--- src/shared/angle_spi_pkg.sv ---
package angle_spi_pkg;
  localparam int FRAME_BITS = 16;
  localparam int ADDR_BITS = 5;
  localparam int NUM_REGS = 32;
  localparam logic [2:0] CMD_READ = 3'h2;
  localparam logic [2:0] CMD_WRITE = 3'h4;
  localparam logic [4:0] REG_FIELD_FLAGS = 5'h1B;
  localparam logic [4:0] REG_DIRECTION = 5'h09;
  localparam int FIELD_HIGH_BIT = 7;
  localparam int FIELD_LOW_BIT = 6;
  localparam int DIRECTION_BIT = 7;
  localparam int ANGLE_BITS = 12;
  localparam int CLK_MHZ = 125;
  localparam int REFRESH_US = 1;
  localparam int REFRESH_CYCLES = REFRESH_US * CLK_MHZ;
  localparam int NVM_MS = 20;
  localparam int NVM_CYCLES = NVM_MS * 1000 * CLK_MHZ;
  localparam int IDLE_ANGLE_NS = 150;
  localparam int IDLE_REG_NS = 750;
  localparam int CLK_NS = 8;
  localparam int IDLE_ANGLE_CYCLES = (IDLE_ANGLE_NS + CLK_NS - 1) / CLK_NS;
  localparam int IDLE_REG_CYCLES = (IDLE_REG_NS + CLK_NS - 1) / CLK_NS;
  localparam int SCLK_MIN_NS = 40;
  localparam int SCLK_HALF_CYCLES = (SCLK_MIN_NS / 2 + CLK_NS - 1) / CLK_NS;
  localparam logic [7:0] REG_RESET = 8'h00;
  typedef enum logic [2:0] {
    RESP_ANGLE = 3'b001,
    RESP_READ = 3'b010,
    RESP_WRITE = 3'b100
  } resp_kind_t;
endpackage : angle_spi_pkg

--- src/shared/angle_spi_if.sv ---
`timescale 1ns/1ps
interface angle_spi_if;
  logic cs_n;
  logic sclk;
  logic mosi;
  logic miso_o;
  logic miso_oe;
  logic miso;
  assign miso = miso_oe ? miso_o : 1'b0;
  modport sensor (input cs_n, input sclk, input mosi, output miso_o, output miso_oe);
  modport master (output cs_n, output sclk, output mosi, input miso);
endinterface : angle_spi_if

--- src/logic/angle_sensor_spi_slave.sv ---
`timescale 1ns/1ps
module angle_sensor_spi_slave
  import angle_spi_pkg::*;
#(
  parameter int NVM_WAIT = NVM_CYCLES,
  parameter int REFRESH = REFRESH_CYCLES
) (
  input wire logic clk_i,
  input wire logic arst_n_i,
  angle_spi_if.sensor spi,
  input wire logic [15:0] angle_i,
  input wire logic field_high_flag_i,
  input wire logic field_low_flag_i,
  output logic direction_ccw_o,
  output logic write_busy_o
);
  logic [2:0] cs_s_q, sclk_s_q;
  logic [1:0] mosi_s_q;
  logic mode_idle_q;
  logic [15:0] buf_q, shift_q, rx_q;
  logic [4:0] cnt_q;
  logic [31:0] ref_q, nvm_q;
  logic [7:0] regs_q [NUM_REGS];
  logic [7:0] pend_val_q;
  logic [4:0] pend_addr_q, resp_addr_q;
  resp_kind_t kind_q;
  logic miso_q, oe_q;
  logic cs_fall, cs_rise, sck_rise, sck_fall;
  logic [7:0] resp_byte;

  function automatic logic [7:0] reg_view(input logic [4:0] a, input logic [7:0] v, input logic h, input logic l);
    reg_view = v;
    if (a == REG_FIELD_FLAGS) begin
      reg_view = 8'h00;
      reg_view[FIELD_HIGH_BIT] = h;
      reg_view[FIELD_LOW_BIT] = l;
    end
  endfunction : reg_view

  assign resp_byte = reg_view(resp_addr_q, regs_q[resp_addr_q], field_high_flag_i, field_low_flag_i);

  always_ff @(posedge clk_i or negedge arst_n_i) begin
    if (!arst_n_i) begin
      cs_s_q <= 3'h7;
      sclk_s_q <= 3'h0;
      mosi_s_q <= 2'h0;
    end else begin
      cs_s_q <= {cs_s_q[1:0], spi.cs_n};
      sclk_s_q <= {sclk_s_q[1:0], spi.sclk};
      mosi_s_q <= {mosi_s_q[0], spi.mosi};
    end
  end

  assign cs_fall = cs_s_q[2] && !cs_s_q[1];
  assign cs_rise = !cs_s_q[2] && cs_s_q[1];
  assign sck_rise = !sclk_s_q[2] && sclk_s_q[1] && !cs_s_q[1];
  assign sck_fall = sclk_s_q[2] && !sclk_s_q[1] && !cs_s_q[1];

  always_ff @(posedge clk_i or negedge arst_n_i) begin
    if (!arst_n_i) begin
      mode_idle_q <= 1'b0;
    end else if (cs_fall) begin
      mode_idle_q <= sclk_s_q[1];
    end
  end

  always_ff @(posedge clk_i or negedge arst_n_i) begin
    if (!arst_n_i) begin
      ref_q <= 32'h0;
      buf_q <= 16'h0000;
    end else if (ref_q >= 32'(REFRESH - 1)) begin
      ref_q <= 32'h0;
      if (cs_s_q[1] && cs_s_q[2]) begin
        buf_q <= {angle_i[15:16-ANGLE_BITS], {(16-ANGLE_BITS){1'b0}}};
      end
    end else begin
      ref_q <= ref_q + 32'h1;
    end
  end

  always_ff @(posedge clk_i or negedge arst_n_i) begin
    if (!arst_n_i) begin
      cnt_q <= 5'h0;
      rx_q <= 16'h0000;
    end else if (cs_s_q[1]) begin
      cnt_q <= 5'h0;
    end else if (sck_rise) begin
      rx_q <= {rx_q[14:0], mosi_s_q[1]};
      cnt_q <= (cnt_q == 5'h10) ? cnt_q : cnt_q + 5'h1;
    end
  end

  always_ff @(posedge clk_i or negedge arst_n_i) begin
    if (!arst_n_i) begin
      kind_q <= RESP_ANGLE;
      resp_addr_q <= 5'h00;
    end else if (cs_rise) begin
      kind_q <= RESP_ANGLE;
      if (cnt_q == 5'h10) begin
        resp_addr_q <= rx_q[12:8];
        case (rx_q[15:13])
          CMD_READ: kind_q <= RESP_READ;
          CMD_WRITE: kind_q <= RESP_WRITE;
          default: kind_q <= RESP_ANGLE;
        endcase
      end
    end
  end

  always_ff @(posedge clk_i or negedge arst_n_i) begin
    if (!arst_n_i) begin
      nvm_q <= 32'h0;
      pend_val_q <= 8'h00;
      pend_addr_q <= 5'h00;
      for (int i = 0; i < NUM_REGS; i++) begin
        regs_q[i] <= REG_RESET;
      end
    end else if (cs_rise && cnt_q == 5'h10 && rx_q[15:13] == CMD_WRITE && nvm_q == 32'h0) begin
      pend_addr_q <= rx_q[12:8];
      pend_val_q <= rx_q[7:0];
      nvm_q <= 32'(NVM_WAIT);
    end else if (nvm_q == 32'h1) begin
      regs_q[pend_addr_q] <= pend_val_q;
      nvm_q <= 32'h0;
    end else if (nvm_q != 32'h0) begin
      nvm_q <= nvm_q - 32'h1;
    end
  end

  always_ff @(posedge clk_i or negedge arst_n_i) begin
    if (!arst_n_i) begin
      shift_q <= 16'h0000;
      miso_q <= 1'b0;
      oe_q <= 1'b0;
    end else if (cs_fall) begin
      oe_q <= 1'b1;
      if (kind_q == RESP_ANGLE) begin
        shift_q <= {buf_q[14:0], 1'b0};
        miso_q <= buf_q[15];
      end else begin
        shift_q <= {resp_byte[6:0], 9'h000};
        miso_q <= resp_byte[7];
      end
    end else if (cs_s_q[1]) begin
      oe_q <= 1'b0;
      miso_q <= 1'b0;
    end else if (sck_fall && !(mode_idle_q && cnt_q == 5'h0)) begin
      miso_q <= shift_q[15];
      shift_q <= {shift_q[14:0], 1'b0};
    end
  end

  assign spi.miso_o = miso_q;
  assign spi.miso_oe = oe_q;
  assign direction_ccw_o = regs_q[REG_DIRECTION][DIRECTION_BIT];
  assign write_busy_o = (nvm_q != 32'h0);
endmodule : angle_sensor_spi_slave

--- src/flat_wrapper.sv ---
// flat-port wrapper written by rule: the top's interface ports become plain ports
module angle_sensor_spi_slave_flat import angle_spi_pkg::*;
#(
  parameter int NVM_WAIT = NVM_CYCLES,
  parameter int REFRESH = REFRESH_CYCLES
)
  (clk_i, arst_n_i, angle_i, field_high_flag_i, field_low_flag_i, direction_ccw_o, write_busy_o, spi_cs_n, spi_sclk, spi_mosi, spi_miso_o, spi_miso_oe);
  angle_spi_if spi_i ();
  input wire logic clk_i;
  input wire logic arst_n_i;
  input wire logic [15:0] angle_i;
  input wire logic field_high_flag_i;
  input wire logic field_low_flag_i;
  output logic direction_ccw_o;
  output logic write_busy_o;
  input wire logic [$bits(spi_i.cs_n)-1:0] spi_cs_n;
  input wire logic [$bits(spi_i.sclk)-1:0] spi_sclk;
  input wire logic [$bits(spi_i.mosi)-1:0] spi_mosi;
  output wire logic [$bits(spi_i.miso_o)-1:0] spi_miso_o;
  output wire logic [$bits(spi_i.miso_oe)-1:0] spi_miso_oe;
  assign spi_i.cs_n = spi_cs_n;
  assign spi_i.sclk = spi_sclk;
  assign spi_i.mosi = spi_mosi;
  assign spi_miso_o = spi_i.miso_o;
  assign spi_miso_oe = spi_i.miso_oe;
  angle_sensor_spi_slave #(.NVM_WAIT(NVM_WAIT), .REFRESH(REFRESH)) u_core (.clk_i(clk_i), .arst_n_i(arst_n_i), .spi(spi_i), .angle_i(angle_i), .field_high_flag_i(field_high_flag_i), .field_low_flag_i(field_low_flag_i), .direction_ccw_o(direction_ccw_o), .write_busy_o(write_busy_o));
endmodule
--- config.mk ---
export PLATFORM = sky130hd
export DESIGN_NAME = angle_sensor_spi_slave_flat
export DESIGN_NICKNAME = d
export VERILOG_FILES = /design/src/shared/angle_spi_pkg.sv /design/src/shared/angle_spi_if.sv /design/src/logic/angle_sensor_spi_slave.sv /design/src/flat_wrapper.sv
export SDC_FILE = /design/constraint.sdc
export NUM_CORES = 1
export LEC_CHECK = 0
export BUFFER_PORTS_ARGS = -buffer_cell sky130_fd_sc_hd__buf_2
export CAP_MARGIN = 20
export CORE_UTILIZATION = 50
export CTS_CLUSTER_SIZE = 8
export DETAILED_ROUTE_END_ITERATION = 6
export MAX_ROUTING_LAYER = met4
export PLACE_DENSITY = 0.64
export SYNTH_ARGS = -nofsm -noshare
export SYNTH_HDL_FRONTEND = slang
export SYNTH_SLANG_ARGS = --single-unit
--- constraint.sdc ---
create_clock -name clk_i -period 3.07 [get_ports clk_i]
set_clock_uncertainty 0.15 [all_clocks]
set_input_delay 0.307 -clock clk_i [delete_from_list [all_inputs] [get_ports clk_i]]
set_output_delay 0.307 -clock clk_i [all_outputs]
set_load 0.03 [all_outputs]
---- Word level (Yosys, flattened, before mapping) ----
Index checks and enable logic that the tools add are counted.
word-level totals
  bits in registers ....................... 401
  bits of input ports ..................... 23
  word-level logic and storage cells ...... 125
operators by class
  $add $sub $neg .......................... 3
  order comparisons ....................... 4
  eq/ne operators ......................... 8
  mux-type cells .......................... 26
  bitwise logic cells ..................... 4
  reduce and logical (&&, ||, !) cells .... 32
operators with widths
  kind                   number
  $bwmux 256             1
  $mux 32                4
  $mux 16                4
  $bmux 8 s5             1
  $demux 8 s5            1
  $add 32x1->32 const B  1
  $eq 32x1->1 const B    1
  $ge 32x7->1 const B    1
  $logic_not 32->1       1
  $mux 8                 4
  $reduce_bool 32->1     1
  $sub 32x1->32 const B  1
  $mux 5                 3
  $logic_and 1x1->1      13
  $ge 6x6->1 const B     2
  $not 5->6              2
  $reduce_and 2->1       6
  $eq 5x5->1 const B     2
  $lt 6x1->1 const B     1
  $mux 1                 6
  $pmux 3 s2             1
  $reduce_bool 2->1      3
  $reduce_bool 3->1      2
  $add 5x1->5 const B    1
  9 further kinds        14

---- Longest topological paths before layout ----
  word-level depth ........................ 7
  mapped depth ............................ 9
  depth with buffers taken out ............ 7

---- Worst setup path before layout ----
OpenSTA, ideal clock, no wires.
  kind .................................... register to register
  from .................................... reg u_core.nvm_q[23]
  to ...................................... reg u_core.regs_q[40] in the netlist's numbering
  library setup time ...................... 125 ps
  arrival time ............................ 2673 ps
  required time ........................... 2795 ps
  path slack .............................. 122 ps
  stages on the path, launching flop included .. 8
  buffers on the path ..................... 2
  cells stage by stage .................... dfrtp_1 > or4_1 > buf_2 > nor3_4 > nand2_4 > buf_8 > nor4_4 > mux2_4
between the ends
  word-level cells in the longest chain between the ends .. 4
RTL lines
  what                            RTL line                       text
  start: declaration              angle_sensor_spi_slave.sv:22   logic [31:0] ref_q, nvm_q;
  start signal: assignment        angle_sensor_spi_slave.sv:121  nvm_q <= 32'(NVM_WAIT);
  start signal: assignment        angle_sensor_spi_slave.sv:126  nvm_q <= nvm_q - 32'h1;
  $logic_not 32->1                angle_sensor_spi_slave.sv:118  end else if (cs_rise && cnt_q == 5'h10 && rx_q[15:13] == CMD_WRITE && nvm_q == 32'h0) begin
  $logic_and 1x1->1               angle_sensor_spi_slave.sv:118
  $not 1->1 (no line)             n/a
  $reduce_and 2->1 (no line) (*)  n/a
  end signal: indexed assignment  angle_sensor_spi_slave.sv:123  regs_q[pend_addr_q] <= pend_val_q;
  end: declaration                angle_sensor_spi_slave.sv:23   logic [7:0] regs_q [NUM_REGS];
Mark *: on every way between the ends. The rest lies on a longest branch, timed or not.
A chain may end at the register's enable or synchronous reset.

---- Final worst setup path ----
  from .................................... reg u_core.nvm_q[7]
  to ...................................... out write_busy_o
between the ends
  word-level cells in the longest chain between the ends .. 1
RTL lines
  what                RTL line                       text
  $reduce_bool 32->1  angle_sensor_spi_slave.sv:156  assign write_busy_o = (nvm_q != 32'h0);
  end: declaration    flat_wrapper.sv:15             output logic write_busy_o;
Every way passes these cells.

==> flow_metrics.tcl <==
set metrics [dict create \
    status "finished, final reports clean" \
    dp_hpwl_um 27260 \
    initial_core_util_pct 51.00 \
    htreeDepth 2 \
    finalHoldViolations 0 \
    grt_max_degree 95 \
    fin_cells 1916 \
    die_h_um 192.7 \
    postRouteAntennaNets 0 \
    cts.clk_slew.worst_paths_ns 0.05 \
    track_usage_pct 24.30 \
    setup_viol 0 \
    p_total_w 0.01122 \
    min_period_ns 2.985 \
    grt_pass1_wl_um 66300 \
    clk_latency_ns 0.60 \
    ys_ff_latch 396 \
    place_area_um2 19890 \
    wl_per_cell_um 21.62 \
    cts.sink_count 396 \
    reg2reg_depth 7 \
    r2r_slack_ns 0.13 \
    drcViolationCount 0 \
    dieArea_um2 37140 \
    final_area_um2 21690 \
    arrival_ns 2.53 \
    tns_ns 0 \
    io_pins 27 \
    via_count 11104 \
    path_max_fanout 11 \
    ys.flop_type "dfrtp_1" \
    rr_endpoint "u_core.regs_q[129]" \
    drive_gt1_share_pct 40.99 \
    clock.fmax_ghz 0.3351 \
    hold_class "reg2reg" \
    crit_chain "or4_1, nor3_2, buf_4, and2_2, nand3_1, buf_2" \
    cp-end-kind "output pin" \
    gp_congestion 0.7943 \
    synth_edf_count 0 \
    leakagePower_nw 9.993 \
    finalMaxSlewViolations 0 \
    hold_end "u_core.mosi_s_q[1]" \
    dp_cells 1810 \
    max_slew_margin_pct 30.32 \
    area_growth_pct 19.30 \
    yosysUniqueCellTypes 64 \
    nNetsFinal 1457 \
    drtPass1Iterations 5 \
    max-cap-violations 0 \
    r2r-start "u_core.nvm_q[17]" \
    fin_crit_sh_pct 97.22 \
    async_reset_ff_share_pct 100.0 \
    root_buffer "clkbuf_16" \
    viasPerCell 5.795 \
    portBuffers 22 \
    holdWs_ns 0.2045 \
    critPathRequiredTime_ns 2.61 \
    holdPathStages 0 \
    avgSynthCellArea_um2 14.29 \
    vdd_drop_max_v 0.0003786 \
    grt_pass1_vias 11545 \
    row_count 69 \
    synthCells 1273 \
    tightest_slew_ns 1.045 \
    synth_area_um2 18180 \
    rsz0062_at_grt "false" \
    cp_slowest_stage_delay_ns 0.62 \
    numCtsBuffers 55 \
    die_x_um 192.7 \
    yosysSeqAreaShare_pct 54.52 \
    overflow 0 \
    worstSetupStartpointType "register" \
    p_per_area_nw_per_um2 517.0 \
    drtIter0Drc 531 \
    core_area_um2 35660 \
    hold_start "u_core.mosi_s_q[0]" \
    crit_path_top_delay_cell "or4_1" \
    worstSetupPathType "reg2out" \
    antenna_found_initial 0 \
    clock_path_buffers 3 \
    cts_tree "yes" \
    postRouteWirelength_um 41420 \
    yosys_warnings 0 \
]
## worst max-delay path by stage
stage | startpoint | to | slack, ns | cells after the start
global placement | u_core.nvm_q[1] | u_core.regs_q[173] | 0.05 | 9
detailed placement | u_core.nvm_q[1] | u_core.regs_q[73] | 0.002 | 8
finish | u_core.nvm_q[7] | write_busy_o | 0.09 | 6
global route | u_core.nvm_q[1] | u_core.regs_q[91] | 0.0005 | 10
CTS | u_core.nvm_q[1] | u_core.regs_q[45] | 0.004 | 8
floorplan | u_core.nvm_q[23] | u_core.regs_q[40] | 0.12 | 7
## kinds of logic (layout without fill, tap and decap cells)
family	Yosys count	count (layout)	synth area share (%)
AO/OA/AOI/OAI	102	102	3.846
XOR/XNOR	26	26	1.252
adder cells (fa/ha/maj)	6	6	0.4128
buffers and inverters	90	247	2.002
flip-flops	396	396	54.52
multiplexers	407	407	27.99
other	1	26	0.02062
AND/OR/NAND/NOR	245	245	9.956
## flip-flops by register name, summed over array words and instances, names as in the netlist
signal                  cells
u_core.regs_q             255
u_core.nvm_q               32
u_core.ref_q               32
u_core.rx_q                16
u_core.buf_q               12
u_core.shift_q             11
u_core.pend_val_q           8
u_core.cnt_q                5
u_core.pend_addr_q          5
u_core.resp_addr_q          5
u_core.cs_s_q               3
u_core.kind_q               3
u_core.sclk_s_q             3
u_core.mosi_s_q             2
u_core.direction_ccw_o      1
u_core.mode_idle_q          1
u_core.spi.miso_o           1
u_core.spi.miso_oe          1
## cell type report
| cell class | instances | area, µm² |
|---|---|---|
| clock buffers | 79 | 1466 |
| flip-flops and latches | 396 | 9923 |
| inverters | 12 | 45.04 |
| fillers | 2717 | 13960 |
| diodes | 1 | 2.502 |
| repair buffers | 152 | 1612 |
| well taps | 461 | 576.8 |
| clock inverters | 4 | 60.06 |
| multi-input cells | 811 | 8009 |
## cells in the final DEF, fill, tap and decap left out, types with 13 or more instances in the layout
cell type	n
dlygate4sd3_1	18
dfrtp_1	389
clkbuf_1	24
mux2_4	16
mux2i_1	57
buf_12	36
nor2_1	55
buf_2	21
a21oi_1	18
conb_1	25
mux2_2	284
nor3_1	13
xor2_1	15
buf_4	75
nand2_1	31
mux4_2	46
nand3_1	32
clkbuf_16	55
nand4_1	14
o21ai_0	23
nor4_4	33
## power breakdown
part           internal (W)  total, W  switching [W]
Clock               0.00326   0.00543        0.00218
Combinational      0.000150  0.000336       0.000186
Sequential          0.00536   0.00545      0.0000818
## repair_timing
item | CTS | global route
setup endpoints to repair | 10 | 60
hold endpoints to repair | 100 | 0
buffers inserted | 2 | 1
pin swaps | 2 | 1
hold buffers | 18 | 0
resized for setup | 0 | 4
## per-stage QoR
step	utilization, %	setup WS [ns]
global route	60.84	0.0005489
finish	60.85	0.08543
global placement	55.78	0.04687
detailed placement	55.78	0.001655
floorplan	-	0.1223
CTS	60.68	0.004230
## critical path, delay by kind of cell, from the launching register on
| family | cells | cell delay (ns) |
|---|---|---|
| buf+inv | 2 | 0.40 |
| flops | 1 | 0.42 |
| simple gates | 4 | 1.12 |
## cell usage after synthesis, types with 6 or more instances
cell	instances	area, µm²
nor2_1	57	214.0
inv_1	12	45.04
xor2_1	15	131.4
mux4_2	46	1036
nand4_1	14	87.58
nor2b_1	9	56.30
nor3_1	13	65.06
nor4_4	33	701.9
dfrtp_1	392	9809
a22oi_1	12	90.09
nor3b_1	6	45.04
ha_1	6	75.07
clkbuf_1	54	202.7
nand3_1	32	160.2
mux2_4	16	240.2
buf_1	15	56.30
or4_1	8	60.06
nor4_1	7	43.79
xnor2_1	11	96.34
mux2i_1	57	570.6
a21oi_1	18	90.09
o211ai_1	9	67.56
nand2b_1	9	56.30
buf_2	6	30.03
nand2_1	31	116.4
o21ai_0	23	115.1
mux2_2	284	3198
## metal layers
| layer | wire, µm | part of all wire [%] | global-route usage [%] | up-vias |
|---|---|---|---|---|
| met4 | 1162 | 2.8 | 8.086 | 0 |
| met3 | 1418 | 3.4 | 3.419 | 84 |
| met1 | 19100 | 46 | 33.37 | 5838 |
| li1 | - | - | - | 5013 |
| met5 | 0 | 0 | - | - |
| met2 | 19730 | 48 | 37.18 | 169 |
Note: power is estimated with default switching activity, not from simulation.
